File: src/hw/ccd_seq_pkg.sv
/*
  Shared constants for the sensor readout sequencer: array geometry,
  sample widths and cycle counts. Assumes a single 100 MHz clock.
*/
package ccd_seq_pkg;
  localparam int COLS         = 16;   // pixels per row (even)
  localparam int ROWS         = 16;   // rows in whole array (even)
  localparam int COORD_W      = 13;
  localparam int SAMPLE_W     = 16;
  localparam int TEMP_W       = 12;
  localparam int CLEAN_DIV    = 4;    // cycles between cleaning shifts
  localparam logic [1:0] SINGLE_PORT_DEFAULT = 2'h0;
  localparam logic [SAMPLE_W-1:0] SAMPLE_RST = 16'h0000;
  localparam logic [TEMP_W-1:0]   TEMP_RST   = 12'h000;
endpackage

File: src/hw/ccd_readout_seq.sv
/*
  Readout sequencer for a four-amplifier full-frame sensor: cleaning,
  parallel row shift (row pairs in four-port mode), serial shift to four nodes or one factory
  node, region-of-interest discard, and cooler readback/lock status.
  Assumes converter results arrive on adc_data in the cycle a pixel is
  emptied into its node; all inputs except arst_n synchronous to clk.
*/
//
// Overview of operation
// - start readout: shift both halves toward registers
// - row pair loaded: clock charge to nodes
// - digitize each pixel as it empties
// - next row pair only after all digitized
// - full resolution: one sample per pixel
// - four-port for full or centered symmetric region
// - single-port when region not centered symmetric
// - same choice with or without binning
// - single-port node fixed at manufacture
// - clock out and drop pixels outside region
// - ready for next exposure right after readout
// - report cooling-block temperature on request
// - lock flag clears on overshoot, resets
// - after readout, resume continuous cleaning
`timescale 1ns/1ns
module ccd_readout_seq #(
  parameter int         COLS        = ccd_seq_pkg::COLS,
  parameter int         ROWS        = ccd_seq_pkg::ROWS,
  parameter logic [1:0] SINGLE_PORT = ccd_seq_pkg::SINGLE_PORT_DEFAULT
) (
  input  wire logic                                  clk,
  input  wire logic                                  arst_n,
  input  wire logic                                  exposure_end,
  input  wire logic                                  full_frame,
  input  wire logic                                  binning_en,
  input  wire logic [ccd_seq_pkg::COORD_W-1:0]       roi_x_start,
  input  wire logic [ccd_seq_pkg::COORD_W-1:0]       roi_x_end,
  input  wire logic [ccd_seq_pkg::COORD_W-1:0]       roi_y_start,
  input  wire logic [ccd_seq_pkg::COORD_W-1:0]       roi_y_end,
  input  wire logic [4*ccd_seq_pkg::SAMPLE_W-1:0]    adc_data,
  input  wire logic [ccd_seq_pkg::TEMP_W-1:0]        sensor_temp,
  input  wire logic                                  temp_read_req,
  input  wire logic                                  setpoint_wr,
  input  wire logic [ccd_seq_pkg::TEMP_W-1:0]        setpoint_in,
  input  wire logic                                  regulation_stable,
  output logic                                       parallel_shift,
  output logic                                       serial_shift,
  output logic                                       clean_shift,
  output logic [3:0]                                 adc_convert,
  output logic                                       single_port_mode,
  output logic                                       busy,
  output logic                                       ready,
  output logic [ccd_seq_pkg::SAMPLE_W-1:0]           pix_data,
  output logic [1:0]                                 pix_port,
  output logic                                       pix_valid,
  output logic                                       frame_done,
  output logic [ccd_seq_pkg::TEMP_W-1:0]             temp_value,
  output logic                                       temp_valid,
  output logic [ccd_seq_pkg::TEMP_W-1:0]             setpoint,
  output logic                                       temp_locked
);
  localparam int HALF_ROWS = ROWS / 2;
  localparam int HALF_COLS = COLS / 2;
  localparam int CW = ccd_seq_pkg::COORD_W;
  localparam int SW = ccd_seq_pkg::SAMPLE_W;

  typedef enum logic [1:0] {CLEANING, ROW_SHIFT, SER_SHIFT, DRAIN} state_t;

  state_t             state_reg, state_next;
  logic [CW-1:0]      row_reg, row_next;    // row transfers so far (row pairs in four-port mode)
  logic [CW-1:0]      col_reg, col_next;    // serial positions emptied
  logic               single_reg, single_next;
  logic [1:0]         clean_cnt_reg, clean_cnt_next;
  logic [SW-1:0]      pix_data_next;
  logic [1:0]         pix_port_next;
  logic               pix_valid_next, frame_done_next;
  logic               roi_centered, row_last, col_last;
  logic [CW-1:0]      ser_len, cur_x, cur_y;
  logic [CW-1:0]      sp_x, sp_y, px, py;
  logic [3:0]         port_hit;
  // one host port for four converters: samples of a shift wait here
  logic [4*SW-1:0]    hold_reg, hold_next;
  logic [3:0]         pend_reg, pend_next;  // ports still to deliver
  logic [3:0]         avail;
  logic [1:0]         pick;
  logic               slot_done;

  // centered on both axes; binned regions obey the same test
  // one bit wider so a large start plus end cannot wrap into a false match
  assign roi_centered =
    ((CW+1)'(roi_x_start) + (CW+1)'(roi_x_end) == (CW+1)'(COLS + 1)) &&
    ((CW+1)'(roi_y_start) + (CW+1)'(roi_y_end) == (CW+1)'(ROWS + 1));
  assign ser_len  = single_reg ? CW'(COLS) : CW'(HALF_COLS);
  assign row_last = (row_reg == CW'(single_reg ? ROWS - 1 : HALF_ROWS - 1));
  assign col_last = (col_reg == ser_len - CW'(1));

  // physical 1-based coordinate of the pixel just emptied at port 0
  assign cur_x = col_reg + CW'(1);
  assign cur_y = row_reg + CW'(1);
  // single-port: the whole array drains toward the factory node's corner
  assign sp_x = SINGLE_PORT[0] ? CW'(COLS) - col_reg : cur_x;
  assign sp_y = SINGLE_PORT[1] ? CW'(ROWS) - row_reg : cur_y;

  always_comb begin
    state_next      = state_reg;
    row_next        = row_reg;
    col_next        = col_reg;
    single_next     = single_reg;
    clean_cnt_next  = clean_cnt_reg + 2'h1;
    hold_next       = hold_reg;
    pend_next       = pend_reg;
    pix_data_next   = pix_data;
    pix_port_next   = pix_port;
    pix_valid_next  = 1'b0;
    frame_done_next = 1'b0;
    parallel_shift  = 1'b0;
    serial_shift    = 1'b0;
    clean_shift     = 1'b0;
    adc_convert     = 4'h0;
    port_hit        = 4'h0;
    avail           = 4'h0;
    pick            = 2'h0;
    px              = '0;
    py              = '0;
    slot_done       = 1'b0;
    case (state_reg)
      CLEANING: begin
        clean_shift = (clean_cnt_reg == 2'(ccd_seq_pkg::CLEAN_DIV - 1));
        if (exposure_end) begin
          single_next = !(full_frame || roi_centered);
          row_next    = '0;
          col_next    = '0;
          state_next  = ROW_SHIFT;
        end
      end
      ROW_SHIFT: begin
        parallel_shift = 1'b1;
        col_next       = '0;
        state_next     = SER_SHIFT;
      end
      SER_SHIFT: begin
        serial_shift = 1'b1;
        // every pixel converted when emptied, even outside the region
        adc_convert  = single_reg ? (4'h1 << SINGLE_PORT) : 4'hF;
        hold_next    = adc_data;
        for (int p = 0; p < 4; p++) begin
          px = p[0] ? CW'(COLS) - col_reg : cur_x;
          py = p[1] ? CW'(ROWS) - row_reg : cur_y;
          if (single_reg) begin
            px = sp_x;
            py = sp_y;
          end
          port_hit[p] = adc_convert[p] &&
                        (full_frame || (px >= roi_x_start && px <= roi_x_end &&
                                        py >= roi_y_start && py <= roi_y_end));
        end
        avail = port_hit;
      end
      DRAIN: begin
        avail = pend_reg;
      end
      default: state_next = CLEANING;
    endcase
    // one host sample per cycle, lowest port first; the others wait in hold_reg
    for (int p = 3; p >= 0; p--) begin
      if (avail[p]) begin
        pick = 2'(p);
      end
    end
    if (avail != 4'h0) begin
      pix_data_next  = (state_reg == DRAIN) ? hold_reg[pick*SW +: SW]
                                            : adc_data[pick*SW +: SW];
      pix_port_next  = pick;
      pix_valid_next = 1'b1;
    end
    pend_next = avail & ~(4'h1 << pick);
    slot_done = (state_reg == SER_SHIFT || state_reg == DRAIN) && (pend_next == 4'h0);
    if (state_reg == SER_SHIFT && !slot_done) begin
      state_next = DRAIN;
    end
    // next shift waits until every kept sample has left: slower, but lossless
    if (slot_done) begin
      col_next = col_reg + CW'(1);
      if (col_last) begin
        if (row_last) begin
          frame_done_next = 1'b1;
          state_next      = CLEANING;
        end else begin
          row_next   = row_reg + CW'(1);
          state_next = ROW_SHIFT;
        end
      end else begin
        state_next = SER_SHIFT;
      end
    end
  end

  always_ff @(posedge clk or negedge arst_n) begin
    if (!arst_n) begin
      state_reg     <= CLEANING;
      row_reg       <= '0;
      col_reg       <= '0;
      single_reg    <= 1'b0;
      clean_cnt_reg <= 2'h0;
      pix_data      <= ccd_seq_pkg::SAMPLE_RST;
      pix_port      <= 2'h0;
      pix_valid     <= 1'b0;
      frame_done    <= 1'b0;
      hold_reg      <= '0;
      pend_reg      <= 4'h0;
    end else begin
      state_reg     <= state_next;
      row_reg       <= row_next;
      col_reg       <= col_next;
      single_reg    <= single_next;
      clean_cnt_reg <= clean_cnt_next;
      pix_data      <= pix_data_next;
      pix_port      <= pix_port_next;
      pix_valid     <= pix_valid_next;
      frame_done    <= frame_done_next;
      hold_reg      <= hold_next;
      pend_reg      <= pend_next;
    end
  end

  assign single_port_mode = single_reg;
  assign busy             = (state_reg != CLEANING);
  assign ready            = (state_reg == CLEANING);

  // temperature side
  logic [ccd_seq_pkg::TEMP_W-1:0] temp_next, setpoint_next;
  logic                           temp_valid_next, locked_next;

  always_comb begin
    temp_next       = temp_value;
    temp_valid_next = 1'b0;
    setpoint_next   = setpoint;
    locked_next     = regulation_stable;
    if (temp_read_req) begin
      temp_next       = sensor_temp;
      temp_valid_next = 1'b1;
    end
    if (setpoint_wr) begin
      setpoint_next = setpoint_in;
    end
  end

  always_ff @(posedge clk or negedge arst_n) begin
    if (!arst_n) begin
      temp_value  <= ccd_seq_pkg::TEMP_RST;
      temp_valid  <= 1'b0;
      setpoint    <= ccd_seq_pkg::TEMP_RST;
      temp_locked <= 1'b0;
    end else begin
      temp_value  <= temp_next;
      temp_valid  <= temp_valid_next;
      setpoint    <= setpoint_next;
      temp_locked <= locked_next;
    end
  end
endmodule

File: config.mk
export PLATFORM = sky130hd
export DESIGN_NAME = ccd_readout_seq
export DESIGN_NICKNAME = d
export VERILOG_FILES = /design/src/hw/ccd_seq_pkg.sv /design/src/hw/ccd_readout_seq.sv
export SDC_FILE = /design/constraint.sdc
export NUM_CORES = 1
export LEC_CHECK = 0
export BUFFER_PORTS_ARGS = -buffer_cell sky130_fd_sc_hd__buf_2
export CAP_MARGIN = 20
export CORE_ASPECT_RATIO = 0.5
export CORE_MARGIN = 3
export CORE_UTILIZATION = 45
export CTS_BUF_LIST = sky130_fd_sc_hd__clkbuf_2 sky130_fd_sc_hd__clkbuf_4 sky130_fd_sc_hd__clkbuf_8
export DETAILED_ROUTE_END_ITERATION = 8
export GPL_TIMING_DRIVEN = 0
export PLACE_DENSITY = 0.67
export RECOVER_POWER = 25
export SLEW_MARGIN = 20
export SYNTH_ARGS = -nofsm -noshare
export SYNTH_HDL_FRONTEND = slang
export SYNTH_SLANG_ARGS = --single-unit
File: constraint.sdc
create_clock -name clk -period 8.3 [get_ports clk]
set_clock_uncertainty 0.1 [all_clocks]
set_input_delay 0.83 -clock clk [delete_from_list [all_inputs] [get_ports clk]]
set_output_delay 0.83 -clock clk [all_outputs]
set_load 0.03 [all_outputs]
# Word level (Yosys, flattened, before mapping)
# Cells that the tools add are included.
dict set report word_totals {
  ff_bits 145
  output_inout_bits 56
  elab_cells 118
}
dict set report op_classes {
  n_addsub 8
  n_lt_le_gt_ge 8
  n_eq_ne 10
  shifts 3
  n_mux 38
  n_bitwise 2
  n_reduce_logical 34
}
# operator n
set op_table {}
lappend op_table {{13-bit two-way mux} 13}
lappend op_table {{64-bit by 7-bit indexed part select with 16-bit output} 2}
lappend op_table {{13-bit >= comparator} 4}
lappend op_table {{13-bit <= comparator} 4}
lappend op_table {{13-bit by 13-bit adder with 14-bit output} 2}
lappend op_table {{14-bit by 5-bit == test with 1-bit output (second input constant)} 2}
lappend op_table {{13-bit by 1-bit adder with 13-bit output (second input constant)} 2}
lappend op_table {{13-bit one-hot mux with 2 select lines} 1}
lappend op_table {{5-bit by 13-bit subtractor with 13-bit output (first input constant)} 2}
lappend op_table {{1-bit logical AND} 17}
lappend op_table {{16-bit two-way mux} 1}
lappend op_table {{2-bit two-way mux} 8}
lappend op_table {{13-bit == test} 1}
lappend op_table {{13-bit by 4-bit == test with 1-bit output} 1}
lappend op_table {{4-bit two-way mux} 3}
lappend op_table {{1-bit two-way mux} 9}
lappend op_table {{4-bit one-hot mux with 2 select lines} 1}
lappend op_table {{4-bit nonzero test} 2}
lappend op_table {{2-bit == test (second input constant)} 3}
lappend op_table {{1-bit logical OR} 6}
lappend op_table {{2-bit AND reduction} 3}
lappend op_table {{5-bit by 1-bit subtractor with 6-bit output (second input constant)} 1}
lappend op_table {{5-bit two-way mux} 1}
lappend op_table {{4-bit AND} 1}
lappend op_table {{other kinds (12)} 13}

# Longest topological paths before layout
dict set report logic_depth {
  word_depth 23
  mapped_depth 25
  ltp_nobuf 21
}

# Worst setup path after synthesis
# No wires, ideal clock.
dict set report synth_timing {
  kind {reg-to-reg}
  startpoint {register row_reg[2]}
  endpoint {register row_reg[7]}
  setup_ps 125
  arrival_ps 4354
  path_slack_ps 3722
  path_stages_with_launch 23
  path_buffers 2
  synth_period_minus_slack_ps 4578
  path_cell_list {dfrtp_1 > clkbuf_1 > nand2_1 > nor2_1 > and3_1 > nand3_1 > inv_1 > nand3_1 > nor2_1 > nor2b_1 > a21oi_1 > xor2_1 > ha_1 > nand4_1 > a311oi_1 > o41a_1 > o41ai_2 > a22oi_2 > buf_4 > o211a_1 > o2111ai_4 > mux2_1 > mux2_2}
}
dict set report synth_via {
  elab_chain_len 19
  word_cells_on_any_way 39
}
# item line_no
set synth_lines {}
lappend synth_lines {{from (decl)} ccd_readout_seq.sv:69} ;# logic [CW-1:0] row_reg, row_next;
lappend synth_lines {{from (signal assigned)} ccd_readout_seq.sv:212} ;# row_reg <= row_next;
lappend synth_lines {{5-bit by 13-bit subtractor with 13-bit output / 13-bit by 1-bit adder with 13-bit output (equally long branches)} {ccd_readout_seq.sv:147, ccd_readout_seq.sv:98, ccd_readout_seq.sv:188}}
lappend synth_lines {{13-bit two-way mux} ccd_readout_seq.sv:148} ;# if (single_reg) begin
lappend synth_lines {{13-bit two-way mux} ccd_readout_seq.sv:125} ;# case (state_reg)
lappend synth_lines {{13-bit >= comparator} ccd_readout_seq.sv:154} ;# py >= roi_y_start && py <= roi_y_end));
lappend synth_lines {{1-bit logical AND} ccd_readout_seq.sv:153} ;# (full_frame || (px >= roi_x_start && px <= roi_x_end &&
lappend synth_lines {{1-bit logical AND} ccd_readout_seq.sv:154}
lappend synth_lines {{1-bit logical OR} ccd_readout_seq.sv:153}
lappend synth_lines {{1-bit logical AND} ccd_readout_seq.sv:152} ;# port_hit[p] = adc_convert[p] &&
lappend synth_lines {{4-bit one-hot mux with 2 select lines} ccd_readout_seq.sv:125}
lappend synth_lines {{2-bit two-way mux (4 in a row)} ccd_readout_seq.sv:165} ;# if (avail[p]) begin
lappend synth_lines {{1-bit by 2-bit left shift with 4-bit output} ccd_readout_seq.sv:175} ;# pend_next = avail & ~(4'h1 << pick);
lappend synth_lines {{4-bit inverter} ccd_readout_seq.sv:175}
lappend synth_lines {{4-bit AND} ccd_readout_seq.sv:175}
lappend synth_lines {{4-bit logical NOT} ccd_readout_seq.sv:176} ;# slot_done = (state_reg == SER_SHIFT || state_reg == DRAIN) && (pend_next == 4'h0);
lappend synth_lines {{1-bit logical AND} ccd_readout_seq.sv:176}
lappend synth_lines {{13-bit two-way mux *} ccd_readout_seq.sv:181} ;# if (slot_done) begin
lappend synth_lines {{via row_next[7]} ccd_readout_seq.sv:69}
# The timed path passes the listed nets; every way through them passes the cells marked *. The select of a mux whose other input is x is not followed.
# A chain may end at the register's enable or synchronous reset.

# Worst setup path after layout
dict set report layout_timing {
  startpoint {register col_reg[0]}
  endpoint {register pix_data[14] (netlist bit)}
}
dict set report layout_via {
  elab_chain_len 16
  word_cells_on_any_way 36
}
# item line_no
set layout_lines {}
lappend layout_lines {{from (decl)} ccd_readout_seq.sv:70} ;# logic [CW-1:0] col_reg, col_next;
lappend layout_lines {{from (signal assigned)} ccd_readout_seq.sv:213} ;# col_reg <= col_next;
lappend layout_lines {{5-bit by 13-bit subtractor with 13-bit output / 13-bit by 1-bit adder with 13-bit output (equally long branches)} {ccd_readout_seq.sv:146, ccd_readout_seq.sv:97}}
lappend layout_lines {{13-bit two-way mux} ccd_readout_seq.sv:148}
lappend layout_lines {{13-bit two-way mux} ccd_readout_seq.sv:125}
lappend layout_lines {{13-bit >= comparator / 13-bit <= comparator (equally long branches)} ccd_readout_seq.sv:153}
lappend layout_lines {{1-bit logical AND (2 in a row)} ccd_readout_seq.sv:153}
lappend layout_lines {{1-bit logical AND} ccd_readout_seq.sv:154}
lappend layout_lines {{1-bit logical OR} ccd_readout_seq.sv:153}
lappend layout_lines {{1-bit logical AND} ccd_readout_seq.sv:152}
lappend layout_lines {{4-bit one-hot mux with 2 select lines *} ccd_readout_seq.sv:125}
lappend layout_lines {{2-bit two-way mux (4 in a row)} ccd_readout_seq.sv:165}
lappend layout_lines {{64-bit by 7-bit indexed part select with 16-bit output (on tied branches)} {ccd_readout_seq.sv:171, ccd_readout_seq.sv:170}}
lappend layout_lines {{16-bit two-way mux} ccd_readout_seq.sv:170} ;# pix_data_next = (state_reg == DRAIN) ? hold_reg[pick*SW +: SW]
lappend layout_lines {{to (signal assigned)} ccd_readout_seq.sv:204} ;# pix_data <= ccd_seq_pkg::SAMPLE_RST;
lappend layout_lines {{to (signal assigned)} ccd_readout_seq.sv:216} ;# pix_data <= pix_data_next;
lappend layout_lines {{to (decl)} ccd_readout_seq.sv:52} ;# output logic [ccd_seq_pkg::SAMPLE_W-1:0] pix_data,
# Mark *: on every way between the ends. The rest lies on a longest branch, timed or not. The select of a mux whose other input is x is not followed.

==> metrics.csv <==
stage;metric;value;unit
drt;routed length per placed instance;17.32;um
hold_path;end point of the most critical hold path;clean_cnt_reg[0];
critical_path;critical-path cell list;clkbuf_1 > nand3_1 > nor2_1 > and3_1 > nand3_1 > xnor2_1 > ha_1 > nand4_1 > nor2_1 > o31ai_1 > a21oi_1 > nor3_1 > a221oi_4 > or2_2 > buf_2 > buf_2 > nor2_1 > a221oi_1 > o2111ai_1;
placed_design;Final Wtd Congestion;0.9031;
hold_path;worst hold path class;reg -> reg;
yosys;Mapped Nets;1621;
timing;Fmax achieved;178.2;MHz
drt;detailed router's first-iteration violation count;692;
cells_and_area;final-stage net count;1843;
hold_path;launch instance of the worst min-delay path;clean_cnt_reg[0];
yosys;synth warn;0;
cells_and_area;area grow syn2layout;16.77;%
timing;tightest hold margin;330.6;ps
critical_path;endpoint of the most critical register-to-register path;pix_data[14];
yosys;post-synthesis cell type count;75;
clock_tree;number of H-tree branching levels;4;
drt;number of iterations in the first detailed-routing pass;5;
yosys;most used flip-flop cell after synthesis;sky130_fd_sc_hd__dfrtp_1;
power;switching power summed over all nets;2.175;mW
drt;Total Wirelength;32940;um
clock_tree;clock-pin slew on the worst setup and hold paths;80;ps
clock_tree;TritonCTS clock tree;built;
floorplanning;DIE HEIGHT;117.2;um
clock_tree;number of clock sinks;145;
drt;DRT antenna net count;0;
critical_path;Slowest cell on crit path;sky130_fd_sc_hd__a21oi_1;
critical_path;required time of the critical path;8500;ps
clock_tree;source-to-sink clock delay at the later pin of the worst-skew pair;450;ps
grt;maximum number of pins on one net before global-route repair;85;
timing;final total negative setup slack;0;ps
timing;final critical-path setup slack;2688;ps
grt;via count of the first global-routing pass;10160;
timing;final worst-path cycle share;67.62;%
timing;setup repair after global routing missed its margin;no;
grt;global-route usage over all layers;24.54;%
power;power density relative to cell area;340.2;mW/mm^2
drt;DR DRC count;0;
grt;total grt overflow;0;
grt;antenna violations before repair;1;
floorplanning;horizontal extent of the die;228.3;um
power;switch share;49.23;%
clock_tree;number of cells upsized or downsized after cts;0;
floorplanning;Die Footprint;0.02675;mm^2
flow_run;number of maximum-capacitance violations;1;
yosys;async set or reset register ratio after synthesis;100.0;%
placed_design;number of cells after detailed placement;1870;
timing;worst-case headroom to the max-slew limit;-127.4;%
critical_path;worst setup path class;reg -> reg;
critical_path;startpoint type of the worst setup path;register;
drt;drt via density;5.450;
placed_design;half-perimeter wire length of the detailed placement result;26490;um
critical_path;FF-to-FF setup slack;2690;ps
critical_path;cell family with most CP delay;simple AND/OR/NAND/NOR gates;
timing;min Tclk post-route;5612;ps
power;cell-internal power;2.243;mW
clock_tree;Post CTS Setup Buffer Count;0;
cells_and_area;post-route insts no fill;1902;
cells_and_area;Layout fillers;2212;
placed_design;Worst Setup Slack post-DPL;2829;ps
power;combinational cell fraction of total power;61.2;%
floorplanning;floorplan core area;0.02352;mm^2
critical_path;FF-to-FF Start;col_reg[0];
clock_tree;clock root buffer;sky130_fd_sc_hd__clkbuf_8;
floorplanning;standard-cell rows;39;
timing;worst-margin pin slew;3412;ps
critical_path;Worst Reg2Reg Path Length in Cells;19;
yosys;number of enable flip-flop cells after synthesis;0;
floorplanning;Initial Utilization;47.28;%
critical_path;slowest cell delay on critical path;520;ps
yosys;combined area of all synthesized cells;0.01112;mm^2
critical_path;Worst path most repeated cell;sky130_fd_sc_hd__nor2_1;
yosys;flops & latches, synth;145;
clock_tree;Hold Buf Count CTS;0;
outcome;violated checks;capacitance limit, slew limit;
timing;total count of hold-check failures in the final report;0;
drt;total via count after detailed routing;10370;
yosys;per-instance average area after synthesis;8.304;um^2
grt;first-pass GRT wire length;52720;um
yosys;number of cells produced by synthesis;1339;
timing;number of endpoints failing setup at the final stage;0;
clock_tree;maximum buffer depth of the clock tree;2;
timing;final number of max-transition violations;62;
placed_design;quantity of I/O buffers inserted on ports;202;
floorplanning;# IOs;204;
critical_path;Worst Path Max Fanout;10;
clock_tree;number of CTS-inserted buffers;17;
cells_and_area;layout cell share with drive strength beyond 1;18.88;%
critical_path;endpoint type of the worst setup path;register;
outcome;outcome;finished, violations left;
hold_path;number of cells on the worst hold path;1;
cells_and_area;number of flip-flops under the largest register name;64;
power;worst vdd rail ir drop;0.2162;mV
critical_path;worst path bufs/invs;3;
yosys;sequential area share after synthesis;32.63;%
critical_path;arrival time at the worst endpoint;5810;ps
power;Clock Power Share;13.5;%
power;Leakage Power;6.799;nW
power;Reg power frac;25.3;%
-- synthesized netlist by cell type, types with 6 or more instances --
cell                          n  area (um^2)
sky130_fd_sc_hd__a221oi_1    16        140.1
sky130_fd_sc_hd__nor4_1       6        37.54
sky130_fd_sc_hd__mux2i_1     21        210.2
sky130_fd_sc_hd__buf_1        9        33.78
sky130_fd_sc_hd__nor2_1      74        277.8
sky130_fd_sc_hd__nand2b_1    13        81.33
sky130_fd_sc_hd__inv_1       88        330.3
sky130_fd_sc_hd__nor3_1      12        60.06
sky130_fd_sc_hd__buf_4        7        52.55
sky130_fd_sc_hd__a31oi_1     11        68.82
sky130_fd_sc_hd__nand2_1    354         1329
sky130_fd_sc_hd__nor2b_1      8        50.05
sky130_fd_sc_hd__nand3_1     36        180.2
sky130_fd_sc_hd__buf_2        9        45.04
sky130_fd_sc_hd__clkbuf_1    41        153.9
sky130_fd_sc_hd__nand4_1     11        68.82
sky130_fd_sc_hd__o21ai_0     36        180.2
sky130_fd_sc_hd__a21oi_1     70        350.3
sky130_fd_sc_hd__dfrtp_1    145         3628
sky130_fd_sc_hd__mux2_2      29        326.6
sky130_fd_sc_hd__a22o_1       7        61.31
sky130_fd_sc_hd__o2111ai_1   17        148.9
sky130_fd_sc_hd__a21o_1      31        232.7
sky130_fd_sc_hd__ha_1       132         1652
sky130_fd_sc_hd__xor2_1      22        192.7
sky130_fd_sc_hd__xnor2_1     40        350.3
sky130_fd_sc_hd__and3_1      12        75.07
-- power by group through the flow --
| stage | Clock [mW] | Combinational [mW] | Sequential [mW] |
|---|---|---|---|
| after global placement | 0 | 2.60 | 1.12 |
| after floorplan | 0 | 1.84 | 1.20 |
| after detailed placement | 0 | 2.68 | 1.13 |
| after CTS | 0.612 | 2.70 | 1.11 |
| after global routing | 0.646 | 3.03 | 1.14 |
| final | 0.595 | 2.70 | 1.12 |
-- final cells by class --
class,count,area [um^2],area share [%]
sequential,145,3628,27.95
antenna,1,2.502,0.01927
timing repair buffer,203,1035,7.970
multi-input combinational,1040,6875,52.95
inverter,88,330.3,2.544
buffer,66,285.3,2.197
tap,328,410.4,3.161
clock buffer,21,282.8,2.178
clock inverter,10,133.9,1.031
-- cells in the final DEF, fill, tap and decap left out, drive strengths merged, types with 38 or more instances in the layout --
cell type	count
buf	225
clkbuf	65
ha	132
nand2	354
dfrtp	145
a21oi	72
o21ai	38
inv	88
nor2	75
xnor2	40
-- cells by family (layout without fill, tap and decap cells) --
| group | after synthesis | count (layout) | synth area share (%) |
|---|---|---|---|
| mux | 54 | 54 | 5.232 |
| fa+ha+maj | 134 | 134 | 15.21 |
| buf+inv | 154 | 388 | 5.536 |
| simple gates | 554 | 554 | 21.54 |
| flops | 145 | 145 | 32.63 |
| other cells | 1 | 2 | 0.03372 |
| compound gates | 235 | 235 | 14.93 |
| xor+xnor | 62 | 62 | 4.884 |
-- worst reg2reg max path, stage by stage, from the launching register on --
cell                        delay (ps)
sky130_fd_sc_hd__dfrtp_1           460
sky130_fd_sc_hd__clkbuf_1          390
sky130_fd_sc_hd__nand3_1           320
sky130_fd_sc_hd__nor2_1            320
sky130_fd_sc_hd__and3_1            310
sky130_fd_sc_hd__nand3_1           130
sky130_fd_sc_hd__xnor2_1           460
sky130_fd_sc_hd__ha_1              230
sky130_fd_sc_hd__nand4_1           110
sky130_fd_sc_hd__nor2_1            140
sky130_fd_sc_hd__o31ai_1            80
sky130_fd_sc_hd__a21oi_1           520
sky130_fd_sc_hd__nor3_1            170
sky130_fd_sc_hd__a221oi_4          460
sky130_fd_sc_hd__or2_2             190
sky130_fd_sc_hd__buf_2             180
sky130_fd_sc_hd__buf_2             280
sky130_fd_sc_hd__nor2_1             80
sky130_fd_sc_hd__a221oi_1          360
sky130_fd_sc_hd__o2111ai_1         180
-- metal layers --
layer / share of wire (%) / vias up / GRT usage [%]
met3: 5.0 / 51 / 3.433
met1: 47 / 4956 / 33.85
met5: 0 / - / 0
met4: 2.3 / 0 / 7.725
li1: - / 5039 / -
met2: 46 / 319 / 40.61
-- per-stage QoR --
stage          util (%)  area [um^2]  power, mW
2_1_floorplan         -        11120      3.037
3_3_place_gp      53.32        12540      3.719
3_5_place_dp      53.48        12580      3.809
4_1_cts           55.25        13000      4.424
5_1_grt           55.20        12980      4.824
6_report          55.20        12980      4.417
-- how the worst max path moves through the flow --
stage | startpoint | cells past startpoint | end
final | col_reg[0] | 19 | pix_data[14]
after global routing | col_reg[0] | 17 | pix_data[5]
after CTS | row_reg[0] | 21 | pix_data[14]
after detailed placement | col_reg[0] | 20 | pix_data[14]
after global placement | row_reg[0] | 21 | pix_data[12]
after floorplan | row_reg[2] | 22 | row_reg[7]
Note: power is estimated with default switching activity, not from simulation.
